==> src/cvr_pkg.sv <==
// Package with offsets, fields, reset values and carrier types of the converter config bank
`default_nettype none
package cvr_pkg;
  localparam logic [7:0] OFS_PORT_SETUP = 8'h00;
  localparam logic [7:0] OFS_ADC_SELECT = 8'h05;
  localparam logic [7:0] OFS_CM_BUF = 8'h0F;
  localparam logic [7:0] OFS_ADC_OFFSET = 8'h10;
  localparam logic [7:0] OFS_FILTER = 8'h30;
  localparam logic [7:0] OFS_CLK_DIV_N = 8'h71;
  localparam logic [7:0] OFS_LOOP_DIV_M = 8'h72;
  localparam logic [7:0] OFS_LOOP_RESET = 8'h75;
  localparam logic [7:0] OFS_AUX_CHAN = 8'h77;
  localparam logic [7:0] OFS_AUX_HIGH = 8'h78;
  localparam logic [7:0] OFS_AUX_LOW = 8'h79;
  localparam logic [7:0] OFS_AUX_EN = 8'h7A;
  localparam logic [7:0] OFS_TEMP_REF = 8'h7B;
  localparam logic [7:0] OFS_RX_FSADJ = 8'h7D;
  localparam logic [7:0] OFS_RX_TRIM = 8'h7E;
  localparam logic [7:0] OFS_I_TRIM_HI = 8'h7F;
  localparam logic [7:0] OFS_I_TRIM_LO = 8'h80;
  localparam logic [7:0] OFS_Q_TRIM_HI = 8'h81;
  localparam logic [7:0] OFS_Q_TRIM_LO = 8'h82;
  localparam logic [7:0] OFS_TRANSFER = 8'hFF;
  // Field positions; the port_setup fields are mirrored (upper, lower)
  localparam int POS_DIR_HI = 7;
  localparam int POS_DIR_LO = 0;
  localparam int POS_ORDER_HI = 6;
  localparam int POS_ORDER_LO = 1;
  localparam int POS_SRST_HI = 5;
  localparam int POS_SRST_LO = 2;
  localparam int POS_INPHASE_SEL = 0;
  localparam int POS_QUAD_SEL = 1;
  localparam int POS_CM_EN = 1;
  localparam int POS_DECIM_BYPASS = 5;
  localparam int POS_SECOND_INTERP = 4;
  localparam int POS_FIRST_INTERP = 3;
  localparam int POS_UPDATE = 0;
  localparam int POS_LOCKED = 7;
  localparam logic [7:0] RST_PORT_SETUP = 8'h00;
  localparam logic [7:0] RST_ZERO = 8'h00;
  localparam logic [7:0] RST_LOOP_DIV_M = 8'h01;
  localparam logic [7:0] MASK_LOOP_DIV_M = 8'h7F;
  localparam logic [7:0] MASK_ADC_SELECT = 8'h03;
  localparam logic [7:0] MASK_CM_BUF = 8'h02;
  localparam logic [7:0] MASK_ADC_OFFSET = 8'h3F;
  localparam logic [7:0] MASK_FILTER = 8'h3F;
  localparam int GEN_COUNT = 13;

  typedef struct packed {
    logic wr;
    logic rd;
    logic [7:0] addr;
    logic [7:0] wdata;
  } cvr_req_s;

  typedef struct packed {
    logic cm_en;
    logic [5:0] offset;
  } cvr_adc_cfg_s;

  typedef struct packed {
    logic [11:0] result;
    logic done;
    logic [2:0] chan;
  } cvr_aux_s;
endpackage
`default_nettype wire

==> src/cvr_config_regs.sv <==
// Configuration register bank behind the serial configuration port
`timescale 1ns/100ps
`default_nettype none

// Overview of operation
// - Pin-direction bit 0 gives a two-way data pin, 1 gives input only; mirrored.
// - Bit-order bit 0 sends MSB first, 1 sends LSB first; mirrored at 6 and 1.
// - A 0-to-1 soft-reset bit resets every register except the port setup register.
// - Select field picks none, in-phase, quadrature or both converters for specific writes.
// - Buffer enable bit drives the common-mode output; zero leaves it high impedance.
// - Six-bit two's-complement offset from +31 to -32 LSB per addressed converter.
// - Filter bit 5 bypasses the receive factor-of-two decimator.
// - Filter bit 4 bypasses second interpolator, bit 3 bypasses first interpolator.
module cvr_config_regs (
  input wire logic clk_sys,
  input wire logic rst_b,
  input wire logic clk_en,
  input wire cvr_pkg::cvr_req_s req,
  input wire logic dll_locked,
  input wire cvr_pkg::cvr_aux_s aux_status,
  output logic [7:0] rd_data,
  output logic rd_valid,
  output logic sdio_input_only,
  output logic lsb_first,
  output cvr_pkg::cvr_adc_cfg_s adc_i_cfg,
  output cvr_pkg::cvr_adc_cfg_s adc_q_cfg,
  output logic rx_common_mode_buffer_en,
  output logic decimator_bypass,
  output logic second_interp_bypass,
  output logic first_interp_bypass
);
  // Storage index of plain read/write registers; bit 4 flags a hit
  function automatic logic [4:0] gen_index(input logic [7:0] addr);
    unique case (addr)
      cvr_pkg::OFS_FILTER: gen_index = 5'h10;
      cvr_pkg::OFS_CLK_DIV_N: gen_index = 5'h11;
      cvr_pkg::OFS_LOOP_DIV_M: gen_index = 5'h12;
      cvr_pkg::OFS_LOOP_RESET: gen_index = 5'h13;
      cvr_pkg::OFS_AUX_CHAN: gen_index = 5'h14;
      cvr_pkg::OFS_AUX_EN: gen_index = 5'h15;
      cvr_pkg::OFS_TEMP_REF: gen_index = 5'h16;
      cvr_pkg::OFS_RX_FSADJ: gen_index = 5'h17;
      cvr_pkg::OFS_RX_TRIM: gen_index = 5'h18;
      cvr_pkg::OFS_I_TRIM_HI: gen_index = 5'h19;
      cvr_pkg::OFS_I_TRIM_LO: gen_index = 5'h1A;
      cvr_pkg::OFS_Q_TRIM_HI: gen_index = 5'h1B;
      cvr_pkg::OFS_Q_TRIM_LO: gen_index = 5'h1C;
      default: gen_index = 5'h00;
    endcase
  endfunction

  function automatic logic [7:0] gen_reset(input int idx);
    gen_reset = (idx == 2) ? cvr_pkg::RST_LOOP_DIV_M : cvr_pkg::RST_ZERO;
  endfunction

  // A mirrored bit is set by either copy of the field
  function automatic logic mirror(input logic [7:0] v, input int hi, input int lo);
    mirror = v[hi] | v[lo];
  endfunction

  logic [7:0] port_setup;
  logic [1:0] adc_select;
  logic [7:0] shadow_cm;
  logic [7:0] shadow_offset;
  logic transfer_bit;
  logic [7:0] gen_reg [cvr_pkg::GEN_COUNT];
  logic wr_hit;
  logic soft_rst;
  logic update_rise;
  logic [4:0] gen_sel;
  logic [7:0] next_rd_data;

  assign wr_hit = clk_en & req.wr;
  assign gen_sel = gen_index(req.addr);

  // Soft reset fires on the write that raises the reset field
  assign soft_rst = wr_hit && req.addr == cvr_pkg::OFS_PORT_SETUP
    && mirror(req.wdata, cvr_pkg::POS_SRST_HI, cvr_pkg::POS_SRST_LO)
    && !mirror(port_setup, cvr_pkg::POS_SRST_HI, cvr_pkg::POS_SRST_LO);

  assign update_rise = wr_hit && req.addr == cvr_pkg::OFS_TRANSFER
    && req.wdata[cvr_pkg::POS_UPDATE] && !transfer_bit;

  // Port setup survives the soft reset
  always_ff @(posedge clk_sys or negedge rst_b) begin
    if (!rst_b) begin
      port_setup <= cvr_pkg::RST_PORT_SETUP;
    end else if (wr_hit && req.addr == cvr_pkg::OFS_PORT_SETUP) begin
      port_setup <= req.wdata;
    end
  end

  assign sdio_input_only = mirror(port_setup, cvr_pkg::POS_DIR_HI, cvr_pkg::POS_DIR_LO);
  assign lsb_first = mirror(port_setup, cvr_pkg::POS_ORDER_HI, cvr_pkg::POS_ORDER_LO);

  always_ff @(posedge clk_sys or negedge rst_b) begin
    if (!rst_b) begin
      adc_select <= 2'h0;
    end else if (soft_rst) begin
      adc_select <= 2'h0;
    end else if (wr_hit && req.addr == cvr_pkg::OFS_ADC_SELECT) begin
      adc_select <= req.wdata[1:0];
    end
  end

  // Converter-specific writes land in shadow storage only
  always_ff @(posedge clk_sys or negedge rst_b) begin
    if (!rst_b) begin
      shadow_cm <= cvr_pkg::RST_ZERO;
      shadow_offset <= cvr_pkg::RST_ZERO;
    end else if (soft_rst) begin
      shadow_cm <= cvr_pkg::RST_ZERO;
      shadow_offset <= cvr_pkg::RST_ZERO;
    end else if (wr_hit && req.addr == cvr_pkg::OFS_CM_BUF) begin
      shadow_cm <= req.wdata & cvr_pkg::MASK_CM_BUF;
    end else if (wr_hit && req.addr == cvr_pkg::OFS_ADC_OFFSET) begin
      shadow_offset <= req.wdata & cvr_pkg::MASK_ADC_OFFSET;
    end
  end

  always_ff @(posedge clk_sys or negedge rst_b) begin
    if (!rst_b) begin
      transfer_bit <= 1'b0;
    end else if (soft_rst) begin
      transfer_bit <= 1'b0;
    end else if (wr_hit && req.addr == cvr_pkg::OFS_TRANSFER) begin
      transfer_bit <= req.wdata[cvr_pkg::POS_UPDATE];
    end
  end

  // Update edge copies the shadows into each selected converter
  always_ff @(posedge clk_sys or negedge rst_b) begin
    if (!rst_b) begin
      adc_i_cfg <= '0;
      adc_q_cfg <= '0;
    end else if (soft_rst) begin
      adc_i_cfg <= '0;
      adc_q_cfg <= '0;
    end else if (update_rise) begin
      if (adc_select[cvr_pkg::POS_INPHASE_SEL]) begin
        adc_i_cfg <= {shadow_cm[cvr_pkg::POS_CM_EN], shadow_offset[5:0]};
      end
      if (adc_select[cvr_pkg::POS_QUAD_SEL]) begin
        adc_q_cfg <= {shadow_cm[cvr_pkg::POS_CM_EN], shadow_offset[5:0]};
      end
    end
  end

  // Buffer is driven while either converter has it enabled
  assign rx_common_mode_buffer_en = adc_i_cfg.cm_en | adc_q_cfg.cm_en;

  always_ff @(posedge clk_sys or negedge rst_b) begin
    if (!rst_b) begin
      for (int i = 0; i < cvr_pkg::GEN_COUNT; i++) begin
        gen_reg[i] <= cvr_pkg::RST_ZERO;
      end
      gen_reg[2] <= cvr_pkg::RST_LOOP_DIV_M;
    end else if (soft_rst) begin
      for (int i = 0; i < cvr_pkg::GEN_COUNT; i++) begin
        gen_reg[i] <= gen_reset(i);
      end
    end else if (wr_hit && gen_sel[4]) begin
      if (req.addr == cvr_pkg::OFS_LOOP_DIV_M) begin
        gen_reg[gen_sel[3:0]] <= req.wdata & cvr_pkg::MASK_LOOP_DIV_M;
      end else if (req.addr == cvr_pkg::OFS_FILTER) begin
        gen_reg[gen_sel[3:0]] <= req.wdata & cvr_pkg::MASK_FILTER;
      end else begin
        gen_reg[gen_sel[3:0]] <= req.wdata;
      end
    end
  end

  assign decimator_bypass = gen_reg[0][cvr_pkg::POS_DECIM_BYPASS];
  assign second_interp_bypass = gen_reg[0][cvr_pkg::POS_SECOND_INTERP];
  assign first_interp_bypass = gen_reg[0][cvr_pkg::POS_FIRST_INTERP];

  // Readback; unmapped offsets read zero
  always_comb begin
    next_rd_data = 8'h00;
    if (gen_sel[4]) begin
      next_rd_data = gen_reg[gen_sel[3:0]];
    end
    unique case (req.addr)
      cvr_pkg::OFS_PORT_SETUP: next_rd_data = port_setup;
      cvr_pkg::OFS_ADC_SELECT: next_rd_data = {6'h00, adc_select};
      cvr_pkg::OFS_CM_BUF: next_rd_data = shadow_cm;
      cvr_pkg::OFS_ADC_OFFSET: next_rd_data = shadow_offset;
      cvr_pkg::OFS_LOOP_DIV_M: next_rd_data = {dll_locked, gen_reg[2][6:0]};
      cvr_pkg::OFS_AUX_HIGH: next_rd_data = aux_status.result[11:4];
      cvr_pkg::OFS_AUX_LOW: next_rd_data = {aux_status.result[3:0], aux_status.done,
        aux_status.chan};
      cvr_pkg::OFS_TRANSFER: next_rd_data = {7'h00, transfer_bit};
      default: ;
    endcase
  end

  always_ff @(posedge clk_sys or negedge rst_b) begin
    if (!rst_b) begin
      rd_data <= 8'h00;
      rd_valid <= 1'b0;
    end else if (clk_en) begin
      rd_valid <= req.rd;
      if (req.rd) begin
        rd_data <= next_rd_data;
      end
    end
  end

  // Port setup: outputs follow the written byte and nothing else
  a_dir_write: assert property (@(posedge clk_sys) disable iff (!rst_b)
    wr_hit && req.addr == cvr_pkg::OFS_PORT_SETUP |=> sdio_input_only
      == ($past(req.wdata[cvr_pkg::POS_DIR_HI]) | $past(req.wdata[cvr_pkg::POS_DIR_LO])))
    else $error("pin direction not taken from written setup");

  a_dir_hold: assert property (@(posedge clk_sys) disable iff (!rst_b)
    !(wr_hit && req.addr == cvr_pkg::OFS_PORT_SETUP)
      |=> $stable(sdio_input_only) && $stable(lsb_first))
    else $error("port setup outputs moved without a setup write");

  a_order_write: assert property (@(posedge clk_sys) disable iff (!rst_b)
    wr_hit && req.addr == cvr_pkg::OFS_PORT_SETUP |=> lsb_first
      == ($past(req.wdata[cvr_pkg::POS_ORDER_HI]) | $past(req.wdata[cvr_pkg::POS_ORDER_LO])))
    else $error("bit order not taken from written setup");

  a_soft_reset_clears: assert property (@(posedge clk_sys) disable iff (!rst_b)
    soft_rst |=> adc_select == 2'h0 && gen_reg[0] == cvr_pkg::RST_ZERO
      && gen_reg[2] == cvr_pkg::RST_LOOP_DIV_M && shadow_offset == cvr_pkg::RST_ZERO
      && port_setup == $past(req.wdata))
    else $error("soft reset left state or lost port setup");

  a_soft_reset_edge: assert property (@(posedge clk_sys) disable iff (!rst_b)
    wr_hit && req.addr == cvr_pkg::OFS_PORT_SETUP
      && mirror(port_setup, cvr_pkg::POS_SRST_HI, cvr_pkg::POS_SRST_LO)
      |=> $stable(adc_select) && $stable(adc_i_cfg) && $stable(adc_q_cfg))
    else $error("soft reset fired without a rising reset bit");

  // Converter select and update edge
  a_select_write: assert property (@(posedge clk_sys) disable iff (!rst_b)
    wr_hit && req.addr == cvr_pkg::OFS_ADC_SELECT |=> adc_select == $past(req.wdata[1:0]))
    else $error("converter select not taken from write");

  a_select_none: assert property (@(posedge clk_sys) disable iff (!rst_b)
    update_rise && adc_select == 2'h0 && !soft_rst
      |=> $stable(adc_i_cfg) && $stable(adc_q_cfg))
    else $error("update with no converter selected changed settings");

  a_select_inphase: assert property (@(posedge clk_sys) disable iff (!rst_b)
    update_rise && adc_select == 2'h1 |=> $stable(adc_q_cfg)
      && adc_i_cfg.offset == $past(shadow_offset[5:0]))
    else $error("in-phase update touched the wrong converter");

  a_select_quad: assert property (@(posedge clk_sys) disable iff (!rst_b)
    update_rise && adc_select == 2'h2 |=> $stable(adc_i_cfg)
      && adc_q_cfg.offset == $past(shadow_offset[5:0]))
    else $error("quadrature update touched the wrong converter");

  a_update_copy: assert property (@(posedge clk_sys) disable iff (!rst_b)
    update_rise && adc_select == 2'h3 |=> adc_q_cfg.offset == $past(shadow_offset[5:0])
      && adc_i_cfg == adc_q_cfg)
    else $error("update did not copy shadows to both converters");

  a_update_rearm: assert property (@(posedge clk_sys) disable iff (!rst_b)
    wr_hit && req.addr == cvr_pkg::OFS_TRANSFER && transfer_bit
      |=> $stable(adc_i_cfg) && $stable(adc_q_cfg))
    else $error("update applied without a rising update bit");

  a_cm_buffer: assert property (@(posedge clk_sys) disable iff (!rst_b)
    update_rise && adc_select == 2'h3
      |=> rx_common_mode_buffer_en == $past(shadow_cm[cvr_pkg::POS_CM_EN]))
    else $error("buffer drive does not follow applied enable");

  a_offset_write: assert property (@(posedge clk_sys) disable iff (!rst_b)
    wr_hit && req.addr == cvr_pkg::OFS_ADC_OFFSET && !soft_rst
      |=> shadow_offset == {2'b00, $past(req.wdata[5:0])})
    else $error("offset shadow does not hold six written bits");

  // Filter bypass bits
  a_filter_bypass: assert property (@(posedge clk_sys) disable iff (!rst_b)
    wr_hit && req.addr == cvr_pkg::OFS_FILTER && !soft_rst
      |=> decimator_bypass == $past(req.wdata[cvr_pkg::POS_DECIM_BYPASS])
      && second_interp_bypass == $past(req.wdata[cvr_pkg::POS_SECOND_INTERP])
      && first_interp_bypass == $past(req.wdata[cvr_pkg::POS_FIRST_INTERP]))
    else $error("bypass bits do not follow filter register");

  a_bypass_hold: assert property (@(posedge clk_sys) disable iff (!rst_b)
    !(wr_hit && req.addr == cvr_pkg::OFS_FILTER) && !soft_rst
      |=> $stable(decimator_bypass) && $stable(second_interp_bypass)
      && $stable(first_interp_bypass))
    else $error("bypass bits moved without a filter write");

  // Shadow storage reaches the converters only on the update edge
  a_shadow_hold: assert property (@(posedge clk_sys) disable iff (!rst_b)
    !update_rise && !soft_rst |=> $stable(adc_i_cfg) && $stable(adc_q_cfg))
    else $error("active settings changed without update edge");

  a_inphase_cm: assert property (@(posedge clk_sys) disable iff (!rst_b)
    update_rise && adc_select[cvr_pkg::POS_INPHASE_SEL]
      |=> adc_i_cfg.cm_en == $past(shadow_cm[cvr_pkg::POS_CM_EN]))
    else $error("in-phase buffer enable not copied from shadow");

  a_quad_cm: assert property (@(posedge clk_sys) disable iff (!rst_b)
    update_rise && adc_select[cvr_pkg::POS_QUAD_SEL]
      |=> adc_q_cfg.cm_en == $past(shadow_cm[cvr_pkg::POS_CM_EN]))
    else $error("quadrature buffer enable not copied from shadow");
endmodule

`default_nettype wire

==> config.mk <==
export PLATFORM = sky130hd
export DESIGN_NAME = cvr_config_regs
export DESIGN_NICKNAME = d
export VERILOG_FILES = /design/src/cvr_pkg.sv /design/src/cvr_config_regs.sv
export SDC_FILE = /design/constraint.sdc
export NUM_CORES = 1
export LEC_CHECK = 0
export BUFFER_PORTS_ARGS = -buffer_cell sky130_fd_sc_hd__buf_4
export CORE_MARGIN = 10
export CORE_UTILIZATION = 60
export DETAILED_ROUTE_END_ITERATION = 8
export PLACE_DENSITY = 0.8
export SKIP_CTS_REPAIR_TIMING = 1
export SYNTH_ARGS = -nofsm -noshare
export SYNTH_HDL_FRONTEND = slang
export SYNTH_SLANG_ARGS = --single-unit
export TNS_END_PERCENT = 20
==> constraint.sdc <==
create_clock -name clk_sys -period 2.3 [get_ports clk_sys]
set_clock_uncertainty 0.1 [all_clocks]
set_input_delay 0.115 -clock clk_sys [delete_from_list [all_inputs] [get_ports clk_sys]]
set_output_delay 0.115 -clock clk_sys [all_outputs]
set_load 0.02 [all_outputs]
==> results of run 1 <==
-- placed cells by master, fill, tap and decap left out, types with 4 or more instances in the layout --
cell type        n
nand2_1         73
o211ai_1         4
nor2_2          15
a221o_1          6
nand4_1         12
a31oi_1         15
inv_1            5
nor4_1           5
a22oi_1         11
nand3_1         27
mux2i_1        117
a22o_1           7
and3_1           4
a21oi_1         25
buf_4          167
a32o_1           5
mux2_2          13
nand2b_1         7
nor3_4           5
clkbuf_16       17
o21ai_0         13
buf_12          19
dfrtp_1        144
nor2_1         109
dlygate4sd3_1   22
or2_2            5
a221oi_1         8
nor3_1           9
a32oi_1          4
clkinvlp_4       4
-- Yosys cell counts (2+ instances only) --
cell	count	area (sq um)
a211o_1	2	17.52
a21boi_0	3	22.52
a21oi_1	25	125.1
a221o_1	6	60.06
a221oi_1	9	78.83
a22o_1	7	61.31
a22oi_1	11	82.58
a311o_1	2	20.02
a31oi_1	15	93.84
a32o_1	5	50.05
a32oi_1	4	35.03
and2_1	2	12.51
and3_1	4	25.02
and4b_1	3	30.03
buf_1	4	15.01
buf_2	12	60.06
buf_6	2	22.52
clkbuf_1	38	142.6
dfrtp_1	144	3603
inv_1	5	18.77
mux2_2	13	146.4
mux2i_1	117	1171
nand2_1	73	274.0
nand2b_1	7	43.79
nand3_1	28	140.1
nand3b_1	2	15.01
nand4_1	12	75.07
nor2_1	110	412.9
nor2_2	14	87.58
nor2b_1	3	18.77
nor3_1	10	50.05
nor3_4	5	81.33
nor3b_1	2	15.01
nor4_1	6	37.54
o211ai_1	4	30.03
o21ai_0	13	65.06
o32ai_1	3	26.28
or2_2	5	31.28
or3_1	2	12.51
or4_1	4	30.03
-- routing by layer --
layer / GRT usage, % / share of wire, %
met2: 45.16 / 47
met5: 0 / 0
met3: 7.419 / 9.5
met4: 14.06 / 4.8
met1: 36.00 / 38
-- metrics by stage --
stage / std cells / utilization, % / setup slack [ps]
2_1_floorplan: 764 / - / -188.8
6_report: 1120 / 80.72 / 92.42
3_3_place_gp: 1066 / 73.95 / -319.3
3_5_place_dp: 1066 / 73.95 / -386.1
4_1_cts: 1098 / 78.76 / 29.36
5_1_grt: 1120 / 80.72 / -6.697
-- power by group through the flow --
stage,registers (uW),logic (uW),clock network (uW)
floorplan,2730,214,0
CTS,2670,583,2840
global placement,2710,558,0
detailed placement,2710,575,0
global route,2670,668,2950
finish,2670,626,2840
-- worst reg2reg max path, delay by kind of cell, from the launching register on --
family	cells	cell delay, ps
AOI/OAI and AO/OA	2	360
buffers and inverters	1	150
and+or+nand+nor	2	730
DFF	1	430
-- kinds of logic after synthesis --
kind of cell           synth area share (%)
AND/OR/NAND/NOR                       19.75
flip-flops                            47.39
multiplexers                          17.20
AO/OA/AOI/OAI                         11.88
buffers and inverters                 3.545
XOR/XNOR                             0.2288
-- cell type report --
type	count	share of cell area (%)
clock inverters	13	1.591
well taps	172	2.121
clock buffers	19	4.366
multi-input cells	556	37.46
inverters	5	0.1850
repair buffers	210	18.50
flip-flops and latches	145	35.78
-- worst paths after layout --
| path | depth (start not counted) | endpoint | slack (ps) | from |
|---|---|---|---|---|
| min in group asynchronous | 2 | gen_reg[50]$_DFFE_PN0P_ | 150 | rst_b |
| max in group asynchronous | 3 | gen_reg[34]$_DFFE_PN0P_ | 1300 | rst_b |
| min | 3 | rd_data[5]$_DFFE_PN0P_ | -10 | aux_status[5] |
| max reg2reg | 5 | gen_reg[79]$_DFFE_PN0P_ | 410 | port_setup[5]$_DFFE_PN0P_ |
| min reg2reg | 1 | gen_reg[16]$_DFFE_PN0P_ | 410 | gen_reg[16]$_DFFE_PN0P_ |
| max | 11 | rd_data[5]$_DFFE_PN0P_ | 90 | req[12] |
==> impl_results.md, run 1 <==
- Clk root buf: clkbuf_16
- CP startpoint kind: input pin
- Residual DRC: 0
- 1st-pass router iterations: 6
- Violated checks: negative hold slack
- Final-stage net count: 973
- Tot GR Track Use: 28.71%
- TNS Setup: 0 ps
- Setup violations, final: 0
- TritonCTS Buffers: 17
- Core region area: around 13000 sq um
- Number of synthesized flops with an enable pin: 0
- TritonCTS clock tree: yes
- First-pass GRT wire length: 40290 microns
- Max-cap violations: 0
- Yosys reg bits: around 150
- Psw: 1517 uW
- Remaining global-route overflow: 0
- Pwr/cell area: 604.5 nW/um^2
- Total power: 6133 uW
- Max reg flops: 101
- DR iter-0 viols: 758
- Register area: 3630 sq um
- Sequential area share after synthesis: 47.39%
- Sink Count: around 150
- Cell family with most CP delay: compound AO/OA/AOI/OAI gates
- Dpl cell area: 9294 sq um
- Outcome: finished, violations left
- Final period utilization: 95.98%
- Comb pwr share: 10.2%
- Multi-input combinational cell area: around 3800 sq um
- Min Tclk post-route: 2208 ps
- Slew Viols, Final: 0
- Clk pin slew, worst setup/hold paths: approximately 60 ps
- Mapped Area: between 7000 and 8000 sq um
- Final Instance Area: slightly above 10000 sq um
- Worst Hold Slack: -10.30 ps
- Critical Path End Type: flop
- P_int: 4615 uW
- Bufs and invs on worst path: 4
- Initial Util: between 60 and 70%
- Clock network fraction of total power: 46.2%
- CP Max Fanout: 14
- Cell row count: 41
- Largest net degree at the start of global routing: a little under 60
- Placer Congestion: 0.9317
- Worst-margin pin slew: 611.8 ps
- Input/output buffers: 66
- Cells after synthesis: around 760
- ANT cells: 0
- Initial antenna violation count: 0
- CP Data Required Time: ~2500 ps
- Min-Delay Path Class: input pin to flop
- Avg Synthesized Cell Area: 10.02 sq um
- Antenna Nets Post-Route: 0
- Share of power burned in registers: 43.6%
- Final hold vios: 1
- Synth unique cells: 68
- Vias per inst: 6.510
- Switch share: between 20% and 30%
- Fillers: roughly 760
- Post-DR wirelength/cell: 23.10 microns
- DIE WIDTH: 133.0 microns
- Worst skew pair latency: 430 ps
- H-tree Lvls: 4
- Fmax: 0.4530 GHz
- CP most frequent cell: buf_4
- Number of global-route vias before repair: 7387
- Leakage Power: 0.005005 uW
- Final WL: 25870 microns
- Hpwl dp: 17780 microns
- Crit-path max cell delay: 380 ps
- DR vias: 7291
- Setup Crit Path Kind: input pin to flop
- Layout area overhead: 32.46%
- Chip Height: approximately 130 microns
- # IOs: 67
- Max Buffers Root-to-Sink: 2
- CP arrival: 2450 ps
- Synth async-reset ratio: 100.0%
- Die area: 17680 sq um
- Ys Warns: 0
- Maximum VDD drop: 0.5059 mV
- Net Count, Synth: 802
- Share of layout cells above drive strength 1: approximately 29%
- Rel. slew slack: around three fifths
- Ys flop type: dfrtp_1
- Slowest-stage cell, CP: a22oi_1
- CP Cell Sequence: buf_4 -> buf_4 -> nor4b_1 -> buf_4 -> nand3_1 -> o21ai_4 -> buf_6 -> mux2i_1 -> a22oi_1 -> nand4_1 -> a31oi_1
(Power assumes the default switching activity.)
==> run 2: changes to the inputs <==
--- a/config.mk
+++ b/config.mk
@@ -7,9 +7,9 @@
 export LEC_CHECK = 0
 export BUFFER_PORTS_ARGS = -buffer_cell sky130_fd_sc_hd__buf_4
 export CORE_MARGIN = 10
-export CORE_UTILIZATION = 60
+export CORE_UTILIZATION = 52
 export DETAILED_ROUTE_END_ITERATION = 8
-export PLACE_DENSITY = 0.8
+export PLACE_DENSITY = 0.71
 export SKIP_CTS_REPAIR_TIMING = 1
 export SYNTH_ARGS = -nofsm -noshare
 export SYNTH_HDL_FRONTEND = slang
==> run 2 against run 1 <==
The run now ends clean. Cell count is 0.18% lower. First-iteration DRC count is 5.1% lower. Setup slack worse by 20 ps. Global-route usage is 4.3 points lower. Critical path depth is 3 lower. Clock power hardly changed. Count of clock-buffer cells in the layout is 1 lower. Routed wire length is 4.4% lower. Final area is 2.1% lower. Largest power group unchanged. Highest routed layer unchanged.
==> impl_results.md, run 2 (synthesis results as in run 1) <==
- Outcome: finished, final reports clean (was finished, violations left)
- Residual DRC: 0 (unchanged)
- Share of power burned in registers: 43.9% (was 43.6%)
- Number of global-route vias before repair: 6801 (was 7387)
- # IOs: 67 (unchanged)
- Final WL: 24740 microns (was 25870 microns)
- Clock network fraction of total power: 46.4% (was 46.2%)
- DR vias: 6861 (was 7291)
- Hpwl dp: 17750 microns (was 17780 microns)
- Psw: 1567 uW (was 1517 uW)
- Worst slack at placement: -489.1 ps (was -386.1 ps)
- Final hold vios: 0 (was 1)
- TritonCTS Buffers: 17 (unchanged)
- Layout area overhead: 29.65% (was 32.46%)
- Switch share: 25.81% (was 24.74%)
- Setup violations, final: 0 (unchanged)
- Rel. slew slack: 60.92% (was 59.22%)
- TritonCTS clock tree: yes (unchanged)
- Max Buffers Root-to-Sink: 2 (unchanged)
- Placer Congestion: 0.9378 (was 0.9317)
- Initial antenna violation count: 0 (unchanged)
- Setup Crit Path Kind: input pin to flop (unchanged)
- Leakage Power: 0.004889 uW (was 0.005005 uW)
- Worst-margin pin slew: 586.3 ps (was 611.8 ps)
- Slew Viols, Final: 0 (unchanged)
- Commonest non-fill, non-tap cell in the layout: buf_4 (unchanged)
- CP startpoint kind: input pin (unchanged)
- Fin worst setup slack: 72.44 ps (was 92.42 ps)
- Antenna Nets Post-Route: 0 (unchanged)
- Post-DR wirelength/cell: 22.13 microns (was 23.10 microns)
- Cell row count: 44 (was 41)
- Path depth of the worst reg2reg path: 3 (was 5)
- 1st-pass router iterations: 8 (was 6)
- Largest net degree at the start of global routing: 60 (was 59)
- Chip Height: 141.4 microns (was 133.0 microns)
- Most frequent cells in the layout: 165 x buf_4, 144 x dfrtp_1, 117 x mux2i_1, 109 x nor2_1, 73 x nand2_1 (was 167 x buf_4, 144 x dfrtp_1, 117 x mux2i_1, 109 x nor2_1, 73 x nand2_1)
- Sink Count: 145 (unchanged)
- Total power: 6073 uW (was 6133 uW)
- Hold depth: 3 (unchanged)
- Worst Hold Launch: req[0] (was aux_status[5])
- Critical Path End Type: flop (unchanged)
- Initial Util: 52.89% (was 60.94%)
- Comb pwr share: 9.7% (was 10.2%)
- Fillers: 1107 (was 762)
- Unrepaired setup endpoints after global routing: false
- CP arrival: 2470 ps (was 2450 ps)
- P_int: 4505 uW (was 4615 uW)
- Clk root buf: clkbuf_16 (unchanged)
- Tot GR Track Use: 24.41% (was 28.71%)
- Vias per inst: 6.137 (was 6.510)
- Fmax: 0.4489 GHz (was 0.4530 GHz)
- R2R Path Start: port_setup[5]$_DFFE_PN0P_ (unchanged)
- Clk pin slew, worst setup/hold paths: 60 ps (about the same)
- DR iter-0 viols: 719 (was 758)
- Register area: 3630 sq um (unchanged)
- Final period utilization: 96.85% (was 95.98%)
- Share of layout cells above drive strength 1: 27.94% (was 28.90%)
- Min-Delay Path Class: input pin to flop (unchanged)
- First-pass GRT wire length: 38460 microns (was 40290 microns)
- Min Tclk post-route: 2228 ps (was 2208 ps)
- H-tree Lvls: 4 (unchanged)
- Input/output buffers: 66 (unchanged)
- ANT cells: 0 (unchanged)
- Max-cap violations: 0 (unchanged)
- CP Max Fanout: 6 (was 14)
- Maximum VDD drop: 0.7506 mV (was 0.5059 mV)
- Worst skew pair latency: 430 ps (about the same)
- Worst setup path start: req[13] (was req[12])
- Max reg flops: 101 (unchanged)
- Die area: 19980 sq um (was 17680 sq um)
- DIE WIDTH: 141.4 microns (was 133.0 microns)
- Flop-to-flop setup slack: 430 ps (was 410 ps)
- CP Data Required Time: 2550 ps (was 2540 ps)
- Pwr/cell area: 611.6 nW/um^2 (was 604.5 nW/um^2)
- Multi-input combinational cell area: 3790 sq um (was 3800 sq um)
- Final-stage net count: 960 (was 973)
- Remaining global-route overflow: 0 (unchanged)
- Core region area: 14480 sq um (was 12570 sq um)
-- run 2: changes by cell type in the layout (fill, tap and decap cells not counted), moves of 2 or more --
cell	before	now
buf_4	167	165
buf_12	19	11
inv_8	0	2
inv_6	1	3
dlygate4sd3_1	22	20
clkinvlp_4	4	2
-- run 2: path summary, 6_finish.rpt --
| path | to |
|---|---|
| min in group asynchronous | adc_select[0]$_DFFE_PN0P_ |
| setup / recovery | rd_data[6]$_DFFE_PN0P_ |
| setup reg to reg | gen_reg[71]$_DFFE_PN0P_ |
| hold / removal | gen_reg[0]$_DFFE_PN0P_ |
| max in group asynchronous | decimator_bypass$_DFFE_PN0P_ |
| hold reg to reg | gen_reg[16]$_DFFE_PN0P_ |
-- run 2: critical path, stage by stage --
cell	delay (ps)
buf_4	130
or4b_4	540
or4_4	540
nand2_8	110
o211ai_4	120
a2111oi_1	500
nand3_1	230
a31oi_1	180
-- run 2: layer usage --
metal  global-route usage, %  up-vias  share of wire [%]
li1                        -     3074                  -
met1                   32.71     3397                 42
met2                   37.26      337                 47
met3                   5.441       53                8.5
met4                   10.33        0                3.1
met5                       0        -                  0
-- run 2: cell type report --
type                    count  share of cell area, %
clock buffers              18                  4.423
multi-input cells         556                  38.17
well taps                 184                  2.319
inverters                   5                 0.1890
repair buffers            197                  16.82
clock inverters            13                  1.525
flip-flops and latches    145                  36.55
-- run 2: power by group through the flow --
stage / sequential, uW / combinational (uW) / clock (uW)
after CTS: 2660 / 562 / 2830
after floorplan: 2730 / 214 / 0
after detailed placement: 2710 / 556 / 0
final: 2670 / 592 / 2820
after global placement: 2710 / 547 / 0
after global routing: 2670 / 638 / 2930
-- run 2: metrics by stage --
step	hold WS, ps	util [%]	cells	cell area [sq um]	setup TNS (ps)
after floorplan	-280.6	-	764	7666	-9027
after global placement	18.41	62.72	1061	9081	-20200
after detailed placement	30.80	62.72	1061	9081	-23540
after CTS	-415.0	66.80	1092	9672	-70.51
after global routing	1.403	68.58	1118	9930	0
final	7.839	68.58	1118	9930	0
==> run 3: changes to the inputs <==
--- a/config.mk
+++ b/config.mk
@@ -10,6 +10,7 @@
 export CORE_UTILIZATION = 52
 export DETAILED_ROUTE_END_ITERATION = 8
 export PLACE_DENSITY = 0.71
+export REMOVE_ABC_BUFFERS = 1
 export SKIP_CTS_REPAIR_TIMING = 1
 export SYNTH_ARGS = -nofsm -noshare
 export SYNTH_HDL_FRONTEND = slang
==> run 3 against run 2 <==
The run now ends with negative hold slack left. Non-clock buffer count grew 8. Sequential power is essentially flat. Total power shrank 2.3%. Cell count grew 0.89%. Register-to-register slack lost 30 ps. Sequential share of layout area shrank 0.21 points. Die area is the same. Count of clock-buffer cells in the layout is the same. Critical path type unchanged.
==> impl_results.md, run 3 (synthesis results as in run 1) <==
- Outcome: finished, violations left (was finished, final reports clean)
- CP arrival: 2450 ps (was 2470 ps)
- Hpwl dp: 17560 microns (was 17750 microns)
- Worst-margin pin slew: 671.5 ps (was 586.3 ps)
- Critical Path End Type: flop (unchanged)
- Placer Congestion: 0.9681 (was 0.9378)
- Share of power burned in registers: 44.9% (was 43.9%)
- Final WL: 24890 microns (was 24740 microns)
- Cell row count: 44 (unchanged)
- Met3 Wirelength: 1967 microns (was 2092 microns)
- DR iter-0 viols: 865 (was 719)
- Remaining global-route overflow: 0 (unchanged)
- Worst Hold Launch: aux_status[14] (was req[0])
- Unrepaired setup endpoints after global routing: false (unchanged)
- Psw: 1615 uW (was 1567 uW)
- DR top layer: met4 (unchanged)
- Number of global-route vias before repair: 6896 (was 6801)
- Worst Hold Slack: -47.15 ps (was 7.839 ps)
- Rel. slew slack: 55.24% (was 60.92%)
- Setup violations, final: 0 (unchanged)
- M1 WL: 10350 microns (was 10290 microns)
- Sink Count: 145 (unchanged)
- Pwr/cell area: 594.1 nW/um^2 (was 611.6 nW/um^2)
- Input/output buffers: 66 (unchanged)
- Clk root buf: clkbuf_16 (unchanged)
- Initial Util: 52.89% (unchanged)
- Slew Viols, Final: 0 (unchanged)
- Antenna Nets Post-Route: 0 (unchanged)
- WL met2: 11950 microns (was 11580 microns)
- Leakage Power: 0.004944 uW (was 0.004889 uW)
- Clk pin slew, worst setup/hold paths: 60 ps (about the same)
- TritonCTS Buffers: 17 (unchanged)
- Layout area overhead: 30.40% (was 29.65%)
- Die area: 19980 sq um (unchanged)
- 1st-pass router iterations: 7 (was 8)
- Post-DR wirelength/cell: 22.07 microns (was 22.13 microns)
- Comb pwr share: 10.3% (was 9.7%)
- Chip Height: 141.4 microns (unchanged)
- Hold depth: 3 (unchanged)
- Initial antenna violation count: 1 (was 0)
- P_int: 4318 uW (was 4505 uW)
- CP startpoint kind: input pin (unchanged)
- Violated checks: negative hold slack
- Min Tclk post-route: 2236 ps (was 2228 ps)
- Max reg flops: 101 (unchanged)
- Flop-to-flop setup slack: 400 ps (was 430 ps)
- Hold Path Sink: rd_data[6]$_DFFE_PN0P_ (was gen_reg[0]$_DFFE_PN0P_)
- Final hold vios: 2 (was 0)
- Clock network fraction of total power: 44.8% (was 46.4%)
- Commonest non-fill, non-tap cell in the layout: buf_4 (unchanged)
- CP Max Fanout: 10 (was 6)
- Core region area: 14480 sq um (unchanged)
- Worst skew pair latency: 430 ps (about the same)
- Fmax: 0.4472 GHz (was 0.4489 GHz)
- H-tree Lvls: 4 (unchanged)
- Path depth of the worst reg2reg path: 5 (was 3)
- Residual DRC: 0 (unchanged)
- Final-stage net count: 968 (was 960)
- Largest net degree at the start of global routing: 59 (was 60)
- Tot GR Track Use: 24.54% (was 24.41%)
- Share of layout cells above drive strength 1: 28.84% (was 27.94%)
- # IOs: 67 (unchanged)
- Setup Crit Path Kind: input pin to flop (unchanged)
- Most frequent cells in the layout: 171 x buf_4, 144 x dfrtp_1, 117 x mux2i_1, 109 x nor2_1, 73 x nand2_1 (was 165 x buf_4, 144 x dfrtp_1, 117 x mux2i_1, 109 x nor2_1, 73 x nand2_1)
- TritonCTS clock tree: yes (unchanged)
- DIE WIDTH: 141.4 microns (unchanged)
- Maximum VDD drop: 0.5262 mV (was 0.7506 mV)
- Min-Delay Path Class: input pin to flop (unchanged)
- R2R Path Start: port_setup[5]$_DFFE_PN0P_ (unchanged)
- Max-cap violations: 0 (unchanged)
- Vias per inst: 6.097 (was 6.137)
- DR vias: 6877 (was 6861)
- CP Data Required Time: 2520 ps (was 2550 ps)
- Worst R2R End: gen_reg[55]$_DFFE_PN0P_ (was gen_reg[71]$_DFFE_PN0P_)
- TNS Setup: 0 ps (unchanged)
- Switch share: 27.22% (was 25.81%)
- Max Buffers Root-to-Sink: 2 (unchanged)
- First-pass GRT wire length: 38720 microns (was 38460 microns)
- Final period utilization: 97.22% (was 96.85%)
-- run 3: changes by cell type in the layout (fill, tap and decap cells not counted), moves of 2 or more --
cell / delta
nand3_2: +2
buf_4: +6
bufinv_16: -2
nor4_1: -2
nor4_2: +2
nand3_1: -2
-- run 3: power by group through the flow --
| stage | Clock (uW) | Combinational [uW] | Sequential, uW |
|---|---|---|---|
| after global routing | 2780 | 656 | 2670 |
| after global placement | 0 | 559 | 2710 |
| after CTS | 2670 | 574 | 2660 |
| after detailed placement | 0 | 570 | 2710 |
| final | 2660 | 611 | 2670 |
| after floorplan | 0 | 174 | 2730 |
-- run 3: layout make-up --
cell class,count,area [sq um]
Tap cell,184,230.2
Inverter,5,18.77
Timing Repair Buffer,205,1737
Clock buffer,18,439.2
Fill cell,1110,4492
Antenna cell,1,2.502
Clock inverter,14,123.9
Sequential cell,145,3630
Multi-Input combinational cell,556,3806
-- run 3: critical path: stages --
cell and delay (ps):
buf_4 120, buf_4 130, nand4b_1 290, buf_4 270, o21ai_4 410, buf_4 190
mux2_2 330, a22oi_1 270, o2111ai_1 190, o211a_1 140
-- run 3: stage by stage --
step	std cells	utilization [%]	total power, uW	setup WS, ps	cell area, sq um
after floorplan	706	-	2906	-2720	7406
after global routing	1128	68.98	6108	31.42	9987
final	1128	68.98	5933	63.88	9987
after detailed placement	1070	63.16	3278	-474.5	9145
after global placement	1070	63.16	3264	-443.5	9145
after CTS	1102	67.05	5902	-56.96	9708
-- run 3: metal layers --
metal  vias up  global-route usage, %
li1       3091                      -
met1      3410                  32.73
met2       332                  38.49
met3        44                  5.574
met4         0                  8.315
met5         -                      0
-- run 3: how the worst max path moves through the flow --
stage,start,end,cells past startpoint
5_1_grt,req[15],rd_data[1]$_DFFE_PN0P_,10
4_1_cts,req[13],rd_data[6]$_DFFE_PN0P_,8
3_3_place_gp,req[13],rd_data[6]$_DFFE_PN0P_,8
3_5_place_dp,req[13],rd_data[6]$_DFFE_PN0P_,8
2_1_floorplan,req[13],gen_reg[16]$_DFFE_PN0P_,6
6_report,req[15],rd_data[0]$_DFFE_PN0P_,10
